--- src/verilog/pwm_timer_defs.vh ---
// Register offsets, field positions and reset values of the PWM timer
`ifndef PWM_TIMER_DEFS_VH
`define PWM_TIMER_DEFS_VH

// Register byte addresses
`define OFS_TIMER_CONTROL 8'h00
`define OFS_COUNTER 8'h04
`define OFS_PERIOD_HIGH 8'h08
`define OFS_PERIOD_LOW 8'h0C
`define OFS_CH0_CONTROL 8'h10
`define OFS_CH0_COMPARE 8'h14
`define OFS_CH1_CONTROL 8'h18
`define OFS_CH1_COMPARE 8'h1C

// Timer control fields
`define BIT_WRAP_FLAG 7
`define BIT_WRAP_IRQ_ENABLE 6
`define BIT_COUNTER_HALT 5
`define BIT_COUNTER_CLEAR 4
`define DIV_SEL_MSB 2

// Channel control fields
`define BIT_CH_EVENT_FLAG 7
`define BIT_CH_IRQ_ENABLE 6
`define BIT_CH_MODE_HI 5
`define BIT_CH_MODE_LO 4
`define BIT_CH_ACTION_HI 3
`define BIT_CH_ACTION_LO 2
`define BIT_CH_TOGGLE_ON_WRAP 1
`define BIT_CH_FULL_DUTY 0

// Reset values and the no-output divide code
`define RST_PERIOD_LIMIT 16'hFFFF
`define RST_DIV_SEL 3'h0
`define DIV_SEL_NONE 3'h7

// AXI responses
`define RESP_OKAY 2'h0
`define RESP_SLVERR 2'h2

`endif

--- src/verilog/timer_buffered_compare_pwm.v ---
// Two-channel 16-bit compare and PWM timer with AXI4-Lite registers
//
// Behaviour
// - Pair link merges channels onto primary pin
// - Last written channel governs after each wrap
// - Linked: channel1 control ignored, pin released
// - Toggle pin at each period wrap unless full duty or a compare match
// - Wrap to compare match sets pulse width
// - Limit 255 undivided gives 256 clocks
// - Compare 128 of 256 gives half duty
// - Compare fires only on exact equality
// - Buffered switch only at period start
// - Mode bits 01 unbuffered, 10 buffered
// - Action bits 10 clear, 11 set
// - No wrap toggle gives zero duty
// - Full duty bit with toggle forces 100%
// - Wrap sets flag, enable gates request
// - Compare sets channel flag, enable gates request
// - Wrap restarts at zero; high write inhibits
// - Divide select 1 to 64, code 7 none
// - Clear bit self-clears; halt set at reset
// - Flag clears by read then write zero
`timescale 1ns/1ps
module timer_buffered_compare_pwm
#(
   parameter ADDR_W = 8
)
(
   input wire sys_clk,
   input wire rst,
   input wire [ADDR_W-1:0] s_axi_awaddr,
   input wire s_axi_awvalid,
   output wire s_axi_awready,
   input wire [31:0] s_axi_wdata,
   input wire [3:0] s_axi_wstrb,
   input wire s_axi_wvalid,
   output wire s_axi_wready,
   output reg [1:0] s_axi_bresp,
   output reg s_axi_bvalid,
   input wire s_axi_bready,
   input wire [ADDR_W-1:0] s_axi_araddr,
   input wire s_axi_arvalid,
   output wire s_axi_arready,
   output reg [31:0] s_axi_rdata,
   output reg [1:0] s_axi_rresp,
   output reg s_axi_rvalid,
   input wire s_axi_rready,
   output wire primary_channel_pin_out,
   output wire primary_channel_pin_oe,
   output wire secondary_channel_pin_out,
   output wire secondary_channel_pin_oe,
   output wire timer_irq
);
`include "pwm_timer_defs.vh"

   // Write channel holding registers
   reg aw_held;
   reg w_held;
   reg [ADDR_W-1:0] aw_addr;
   reg [31:0] w_data;
   reg [3:0] w_strb;
   wire do_write;
   wire do_read;

   // Timer state
   reg [15:0] count;
   reg [15:0] period_limit;
   reg wrap_inhibit;
   reg wrap_flag;
   reg wrap_armed;
   reg wrap_irq_enable;
   reg counter_halt;
   reg [2:0] clock_divide_select;
   reg counter_clear;
   reg [7:0] ch_ctrl [0:1];
   reg [15:0] ch_cmp [0:1];
   reg [1:0] ch_armed;
   reg [1:0] ch_out;
   reg active_sel;
   reg last_written;
   wire tick;
   wire wrap_now;
   wire [15:0] next_count;
   wire pair_link_select;
   wire [1:0] ch_match;
   wire [1:0] ch_enabled;
   wire [1:0] ch_flag_irq;

   // Write address/data may arrive in either order; each is held until both are present
   assign s_axi_awready = ~aw_held & ~s_axi_bvalid;
   assign s_axi_wready = ~w_held & ~s_axi_bvalid;
   assign do_write = aw_held & w_held & ~s_axi_bvalid;
   assign s_axi_arready = ~s_axi_rvalid;
   assign do_read = s_axi_arvalid & ~s_axi_rvalid;

   always @(posedge sys_clk)
   begin
      if (rst)
      begin
         aw_held <= 1'b0;
         w_held <= 1'b0;
         aw_addr <= {ADDR_W{1'b0}};
         w_data <= 32'h00000000;
         w_strb <= 4'h0;
         s_axi_bvalid <= 1'b0;
         s_axi_bresp <= `RESP_OKAY;
      end
      else
      begin
         if (s_axi_awvalid && s_axi_awready)
         begin
            aw_held <= 1'b1;
            aw_addr <= s_axi_awaddr;
         end
         if (s_axi_wvalid && s_axi_wready)
         begin
            w_held <= 1'b1;
            w_data <= s_axi_wdata;
            w_strb <= s_axi_wstrb;
         end
         if (do_write)
         begin
            aw_held <= 1'b0;
            w_held <= 1'b0;
            s_axi_bvalid <= 1'b1;
            s_axi_bresp <= (aw_addr[1:0] == 2'h0 && aw_addr <= `OFS_CH1_COMPARE
               && aw_addr != `OFS_COUNTER) ? `RESP_OKAY : `RESP_SLVERR;
         end
         else if (s_axi_bready)
            s_axi_bvalid <= 1'b0;
      end
   end

   // Read path; a read of a control word with its flag set arms the clear
   always @(posedge sys_clk)
   begin
      if (rst)
      begin
         s_axi_rvalid <= 1'b0;
         s_axi_rdata <= 32'h00000000;
         s_axi_rresp <= `RESP_OKAY;
      end
      else if (do_read)
      begin
         s_axi_rvalid <= 1'b1;
         s_axi_rresp <= `RESP_OKAY;
         case (s_axi_araddr)
            `OFS_TIMER_CONTROL:
               s_axi_rdata <= {24'h000000, wrap_flag, wrap_irq_enable, counter_halt,
                  2'h0, clock_divide_select};
            `OFS_COUNTER: s_axi_rdata <= {16'h0000, count};
            `OFS_PERIOD_HIGH: s_axi_rdata <= {24'h000000, period_limit[15:8]};
            `OFS_PERIOD_LOW: s_axi_rdata <= {24'h000000, period_limit[7:0]};
            `OFS_CH0_CONTROL: s_axi_rdata <= {24'h000000, ch_ctrl[0]};
            `OFS_CH0_COMPARE: s_axi_rdata <= {16'h0000, ch_cmp[0]};
            `OFS_CH1_CONTROL: s_axi_rdata <= {24'h000000, ch_ctrl[1]};
            `OFS_CH1_COMPARE: s_axi_rdata <= {16'h0000, ch_cmp[1]};
            default:
            begin
               s_axi_rdata <= 32'h00000000;
               s_axi_rresp <= `RESP_SLVERR;
            end
         endcase
      end
      else if (s_axi_rready)
         s_axi_rvalid <= 1'b0;
   end

   clock_divider u_divider
   (
      .sys_clk(sys_clk),
      .rst(rst),
      .clear(counter_clear),
      .halt(counter_halt),
      .clock_divide_select(clock_divide_select),
      .tick(tick)
   );

   // Counter runs 0..limit inclusive, so limit 255 gives 256 ticks per period
   assign wrap_now = tick & (count == period_limit);
   assign next_count = counter_clear ? 16'h0000 :
      (wrap_now ? 16'h0000 : (tick ? count + 16'h0001 : count));

   always @(posedge sys_clk)
   begin
      if (rst)
         count <= 16'h0000;
      else
         count <= next_count;
   end

   // Timer control, period limit and the overflow flag
   always @(posedge sys_clk)
   begin
      if (rst)
      begin
         wrap_irq_enable <= 1'b0;
         counter_halt <= 1'b1;
         clock_divide_select <= `RST_DIV_SEL;
         counter_clear <= 1'b0;
         period_limit <= `RST_PERIOD_LIMIT;
         wrap_inhibit <= 1'b0;
         wrap_flag <= 1'b0;
         wrap_armed <= 1'b0;
      end
      else
      begin
         counter_clear <= 1'b0;
         if (do_write && w_strb[0] && aw_addr == `OFS_TIMER_CONTROL)
         begin
            wrap_irq_enable <= w_data[`BIT_WRAP_IRQ_ENABLE];
            counter_halt <= w_data[`BIT_COUNTER_HALT];
            counter_clear <= w_data[`BIT_COUNTER_CLEAR];
            clock_divide_select <= w_data[`DIV_SEL_MSB:0];
         end
         // High byte write holds off overflow flagging until low byte lands
         if (do_write && w_strb[0] && aw_addr == `OFS_PERIOD_HIGH)
         begin
            period_limit[15:8] <= w_data[7:0];
            wrap_inhibit <= 1'b1;
         end
         if (do_write && w_strb[0] && aw_addr == `OFS_PERIOD_LOW)
         begin
            period_limit[7:0] <= w_data[7:0];
            wrap_inhibit <= 1'b0;
         end
         // A new overflow beats a pending clear and disarms it
         if (wrap_now && !wrap_inhibit)
         begin
            wrap_flag <= 1'b1;
            wrap_armed <= 1'b0;
         end
         else if (do_write && w_strb[0] && aw_addr == `OFS_TIMER_CONTROL)
         begin
            if (wrap_armed && !w_data[`BIT_WRAP_FLAG])
               wrap_flag <= 1'b0;
            wrap_armed <= 1'b0;
         end
         else if (do_read && s_axi_araddr == `OFS_TIMER_CONTROL && wrap_flag)
            wrap_armed <= 1'b1;
      end
   end

   // Linked pair: channel 0 mode-high bit merges both onto the primary pin
   assign pair_link_select = ch_ctrl[0][`BIT_CH_MODE_HI];

   // Buffer select moves only at a wrap or a counter clear, never mid-period
   always @(posedge sys_clk)
   begin
      if (rst || !pair_link_select)
      begin
         active_sel <= 1'b0;
         last_written <= 1'b0;
      end
      else
      begin
         if (do_write && aw_addr == `OFS_CH1_COMPARE && w_strb[1:0] != 2'h0)
            last_written <= 1'b1;
         else if (do_write && aw_addr == `OFS_CH0_COMPARE && w_strb[1:0] != 2'h0)
            last_written <= 1'b0;
         if (wrap_now || counter_clear)
            active_sel <= last_written;
      end
   end

   // Per-channel compare, output and event flag
   genvar c;
   generate
      for (c = 0; c < 2; c = c + 1)
      begin : g_chan
         wire [7:0] ctl;
         wire [15:0] cmp_val;
         wire full_duty;
         wire tov;
         wire [ADDR_W-1:0] ctl_ofs;
         wire [ADDR_W-1:0] cmp_ofs;

         assign ctl_ofs = (c == 0) ? `OFS_CH0_CONTROL : `OFS_CH1_CONTROL;
         assign cmp_ofs = (c == 0) ? `OFS_CH0_COMPARE : `OFS_CH1_COMPARE;
         assign ctl = ch_ctrl[c];
         // Linked primary uses whichever buffer is active; secondary sits idle
         assign cmp_val = (c == 0 && pair_link_select && active_sel) ? ch_cmp[1] :
            ch_cmp[c];
         assign ch_enabled[c] = (ctl[`BIT_CH_MODE_HI] | ctl[`BIT_CH_MODE_LO]) &
            ~(c == 1 && pair_link_select);
         // Match only on exact equality as the counter steps into the value
         assign ch_match[c] = ch_enabled[c] & tick & ~counter_clear &
            (next_count == cmp_val);
         assign full_duty = ctl[`BIT_CH_FULL_DUTY];
         assign tov = ctl[`BIT_CH_TOGGLE_ON_WRAP];
         assign ch_flag_irq[c] = ctl[`BIT_CH_EVENT_FLAG] & ctl[`BIT_CH_IRQ_ENABLE];

         // Compare action wins over the wrap toggle, so compare 0 gives 0% duty
         always @(posedge sys_clk)
         begin
            if (rst)
               ch_out[c] <= 1'b0;
            else if (ch_enabled[c])
            begin
               if (full_duty && tov)
                  ch_out[c] <= ~ctl[`BIT_CH_ACTION_LO];
               else if (ch_match[c] && ctl[`BIT_CH_ACTION_HI])
                  ch_out[c] <= ctl[`BIT_CH_ACTION_LO];
               else if (ch_match[c] && ctl[`BIT_CH_ACTION_LO])
                  ch_out[c] <= ~ch_out[c];
               else if (wrap_now && tov)
                  ch_out[c] <= ~ch_out[c];
            end
         end

         // Control word, compare value, flag with read-then-write-zero clear
         always @(posedge sys_clk)
         begin
            if (rst)
            begin
               ch_ctrl[c] <= 8'h00;
               ch_cmp[c] <= 16'h0000;
               ch_armed[c] <= 1'b0;
            end
            else
            begin
               if (do_write && w_strb[0] && aw_addr == ctl_ofs)
               begin
                  // Channel 1 has no mode-high bit; it always reads zero
                  ch_ctrl[c][6:0] <= (c == 1) ? (w_data[6:0] & 7'h5F) : w_data[6:0];
                  if (ch_armed[c] && !w_data[`BIT_CH_EVENT_FLAG] && !ch_match[c])
                     ch_ctrl[c][`BIT_CH_EVENT_FLAG] <= 1'b0;
               end
               if (do_write && aw_addr == cmp_ofs)
               begin
                  if (w_strb[0])
                     ch_cmp[c][7:0] <= w_data[7:0];
                  if (w_strb[1])
                     ch_cmp[c][15:8] <= w_data[15:8];
               end
               if (ch_match[c])
               begin
                  ch_ctrl[c][`BIT_CH_EVENT_FLAG] <= 1'b1;
                  ch_armed[c] <= 1'b0;
               end
               else if (do_write && w_strb[0] && aw_addr == ctl_ofs)
                  ch_armed[c] <= 1'b0;
               else if (do_read && s_axi_araddr == ctl_ofs && ctl[`BIT_CH_EVENT_FLAG])
                  ch_armed[c] <= 1'b1;
            end
         end
      end
   endgenerate

   // Pins: secondary is released as plain I/O while linked
   assign primary_channel_pin_out = ch_out[0];
   assign primary_channel_pin_oe = ch_enabled[0];
   assign secondary_channel_pin_out = ch_out[1];
   assign secondary_channel_pin_oe = ch_enabled[1];

   // One request line for all enabled flags
   assign timer_irq = (wrap_flag & wrap_irq_enable) | (|ch_flag_irq);
endmodule

--- src/verilog/clock_divider.v ---
// Prescaler that turns the bus clock into one-cycle timer tick pulses
`timescale 1ns/1ps
module clock_divider
(
   input wire sys_clk,
   input wire rst,
   input wire clear,
   input wire halt,
   input wire [2:0] clock_divide_select,
   output wire tick
);
`include "pwm_timer_defs.vh"

   reg [5:0] div_count;
   wire [5:0] div_mask;

   // Mask of low bits that must all be one for a tick; divide by 2^select
   assign div_mask = (6'h01 << clock_divide_select) - 6'h01;
   // Code 7 has no output, so the counter sees no ticks
   assign tick = ~halt & ~clear & (clock_divide_select != `DIV_SEL_NONE) &&
      ((div_count & div_mask) == div_mask);

   // Free divide counter, held while halted, zeroed by a counter clear
   always @(posedge sys_clk)
   begin
      if (rst || clear)
         div_count <= 6'h00;
      else if (!halt)
         div_count <= div_count + 6'h01;
   end
endmodule

--- config.mk ---
export PLATFORM = sky130hd
export DESIGN_NAME = timer_buffered_compare_pwm
export DESIGN_NICKNAME = d
export VERILOG_FILES = /design/src/verilog/timer_buffered_compare_pwm.v /design/src/verilog/clock_divider.v
export VERILOG_INCLUDE_DIRS = /design/src /design/src/verilog
export SDC_FILE = /design/constraint.sdc
export NUM_CORES = 1
export LEC_CHECK = 0
export BUFFER_PORTS_ARGS = -buffer_cell sky130_fd_sc_hd__buf_4
export CAP_MARGIN = 10
export CELL_PAD_IN_SITES_DETAIL_PLACEMENT = 0
export CELL_PAD_IN_SITES_GLOBAL_PLACEMENT = 1
export CORE_MARGIN = 1.5
export CORE_UTILIZATION = 48
export DETAILED_ROUTE_END_ITERATION = 6
export PLACE_DENSITY_LB_ADDON = 0.1
export SLEW_MARGIN = 20
export SYNTH_ARGS = -nofsm -noshare
export SYNTH_HDL_FRONTEND = slang
export SYNTH_HIERARCHICAL = 1
export SYNTH_SLANG_ARGS = --single-unit
--- constraint.sdc ---
create_clock -name sys_clk -period 8.1 [get_ports sys_clk]
set_input_delay 2.025 -clock sys_clk [delete_from_list [all_inputs] [get_ports sys_clk]]
set_output_delay 2.025 -clock sys_clk [all_outputs]
set_load 0.005 [all_outputs]
==> flow_summary.yaml <==
run_status:
  status: "complete, no violations"
routing:
  vias_per_cell: 6.109
  wl_um: 24820
  first_iter_violations: 680
  drc: 0
  dr.pass1.iters: 7
  vias: 7215
  avgRoutedWirePerCell_um: 21.02
  antenna_left: 0
worst_setup_path:
  path_buf_inv: 0
  required_ns: 8.43
  cp_cell_sequence: "and2b_1 > o21ai_0 > o2111a_1 > nand3_1 > or4_1 > o21ai_1 > nand2b_1 > a32oi_1 > nand4_1 > o21ai_1 > a31oi_1 > a311oi_1"
  endpoint_kind: "flip-flop"
  path_common_cell: "o21ai_1"
  critPathLaunchType: "flip-flop"
  cp.arrival_ns: 4.78
  crit_type: "reg2reg"
  crit_path_top_delay_cell: "or4_1"
  path_delay_family: "compound AO/OA/AOI/OAI gates"
  cpPeakStageDelay_ns: 0.71
  path_max_fanout: 10
layout:
  drive_gt1_share_pct: 14.15
  final_area_mm2: 0.009216
  postLayoutCoreUtil_pct: 55.97
  nNetsFinal: 1009
  stdcell_count: 1181
  syn2layout_area_growth_pct: 14.36
  num_antenna_cells: 0
sta:
  skew_ns: 0.01834
  relSlewSlack_pct: 24.18
  rsz0062_at_grt: "false"
  period_share_pct: 54.98
  fin_setup_tns_ns: 0
  period_minus_slack_ns: 4.454
  holdWs_ns: 0.4631
  setup_viol: 0
  hold_viol: 0
  slew_viol_final: 0
  worst_pin_slew_ns: 1.133
  setup_ws_ns: 3.646
  timing.fmax_mhz: 224.5
clock_network:
  ctsHoldBuffers: 0
  cts_resized: 0
  cts_setup_buffers: 0
  htree_levels: 4
  cts_tree: "done"
  numClockSinks: 148
  cts_buffers: 17
  insertion_delay_ns: 0.43
  cts_root_buf: "clkbuf_16"
  clk_pin_slew_ns: 0.06
  cts.path.max_buffers: 2
global_route:
  grt_pass1_vias: 6724
  grt_usage_pct: 28.40
  grt_max_degree: 63
  grt-ovfl-total: 0
  antenna_found_initial: 0
  grt_pass1_wl_um: 38120
logic_synthesis:
  yosysTopAreaCell: "dfxtp_1"
  synth.most_common_cell: "nand2_1"
  avgSynthCellArea_um2: 8.984
  synth_warnings: 6
  synth_enable_flop_cells: 47
  yosysTopAreaCellShare_pct: 25.09
  synth_common_cells: "nand2_1 (118), dfxtp_1 (101), nor2_1 (81)"
  synth_area_mm2: 0.008059
  ys.flop_type: "dfxtp_1"
  synth_area_leaders: "dfxtp_1 (25%), edfxtp_1 (18%), nand2_1 (5.5%), mux2i_1 (4.8%), a21oi_1 (4.1%)"
  synth.yosys.seq_area_share_pct: 42.60
  ys_seq_elements: 148
  netlist_instances: 897
  synthArstFlopShare_pct: 0
  ys_types: 87
place:
  place_area_mm2: 0.008638
  port_buffers: 68
  place_ws_ns: 3.814
  detailed_place_hpwl_um: 18840
  gp_congestion: 1.006
  dp_cells: 1149
run:
  max_cap_viol_count: 0
power_and_ir_drop:
  power.share.switching_pct: 24.49
  peakVddDrop_mv: 0.1454
  p_comb_share_pct: 5.7
  powerDensity_mw_per_mm2: 181.7
  clockPowerShare_pct: 45.9
  pwr-share-seq_pct: 48.4
  p_switching_mw: 0.4100
  total_power_mw: 1.674
  leakage_nw: 3.427
  p_int_mw: 1.264
floorplanning:
  coreArea_mm2: 0.01647
  dieWidth_um: 132.6
  ios: 105
  die_h_um: 132.6
  rows: 47
  initial_core_util_pct: 48.94
  die-area_mm2: 0.01758
worst_hold_path:
  hold_class: "reg2reg"
sequential cells by signal (all words and copies together) (netlist names), 2 cells and up:
register / cells
w_data: 16
u_divider/div_count: 6
clock_divide_select: 3
count: 16
w_strb: 2
period_limit: 16
ch_ctrl: 15
ch_cmp: 32
ch_armed: 2
s_axi_rdata: 16
aw_addr: 8
worst register-to-register path: cells and delay by family, from the launching register on:
family,cells,cell delay [ns]
AOI/OAI and AO/OA,7,2.40
DFF,1,0.44
and+or+nand+nor,5,1.52
cell type report:
| cell class | instances | area, um2 |
|---|---|---|
| Tap cell | 220 | 275.3 |
| Timing Repair Buffer | 77 | 578.1 |
| Sequential cell | 148 | 3433 |
| Clock inverter | 11 | 85.08 |
| Fill cell | 1504 | 7249 |
| Multi-Input combinational cell | 688 | 4292 |
| Inverter | 16 | 60.06 |
| Clock buffer | 21 | 493.0 |
power groups by stage:
stage	sequential [mW]	combinational, mW	clock [mW]
3_5_place_dp	0.826	0.0939	0
6_report	0.810	0.0946	0.769
4_1_cts	0.810	0.0944	0.777
5_1_grt	0.813	0.105	0.812
2_1_floorplan	0.813	0.0660	0
3_3_place_gp	0.825	0.0914	0
cells in the final DEF (no fill, tap or decap), types with 5 or more instances in the layout:
cell type / instances
a222oi_1: 5
nor2_1: 81
inv_1: 16
o21ai_0: 24
a211oi_1: 8
nor2b_1: 8
xnor2_1: 26
or3_1: 7
and2_1: 49
dfxtp_1: 101
a22oi_1: 29
nor4_1: 7
nand4_1: 11
mux2i_1: 39
edfxtp_1: 47
a22o_1: 5
nand3_1: 18
a21oi_1: 66
o2111ai_1: 5
nand2b_1: 9
nor3_1: 16
nand2_1: 118
conb_1: 18
buf_4: 77
and3_1: 6
xor2_1: 11
a31oi_1: 15
a221oi_1: 5
clkbuf_16: 19
per-layer routing:
layer	vias up	track usage, %	routed length (um)
met5	-	0	0
met4	0	13.00	1016
met3	75	6.628	2166
met2	344	44.71	11290
met1	3453	37.23	10350
li1	3343	-	-
cell families after synthesis:
family,Yosys count,synth area share (%)
AND/OR/NAND/NOR,375,24.00
AO/OA/AOI/OAI,210,17.75
flip-flops,148,42.60
buffers and inverters,78,4.999
multiplexers,43,5.403
XOR/XNOR,40,4.891
adder cells (fa/ha/maj),2,0.3105
other,1,0.04653
worst paths after layout:
kind | startpoint | depth (start not counted) | slack [ns] | endpoint
max | u_divider/div_count[2] | 12 | 3.65 | secondary_channel_pin_out
min | w_data[10] | 2 | 0.46 | w_data[10]
max reg2reg | u_divider/div_count[2] | 12 | 3.65 | secondary_channel_pin_out
min reg2reg | w_data[10] | 2 | 0.46 | w_data[10]
Power figures use the tool's default switching activity.
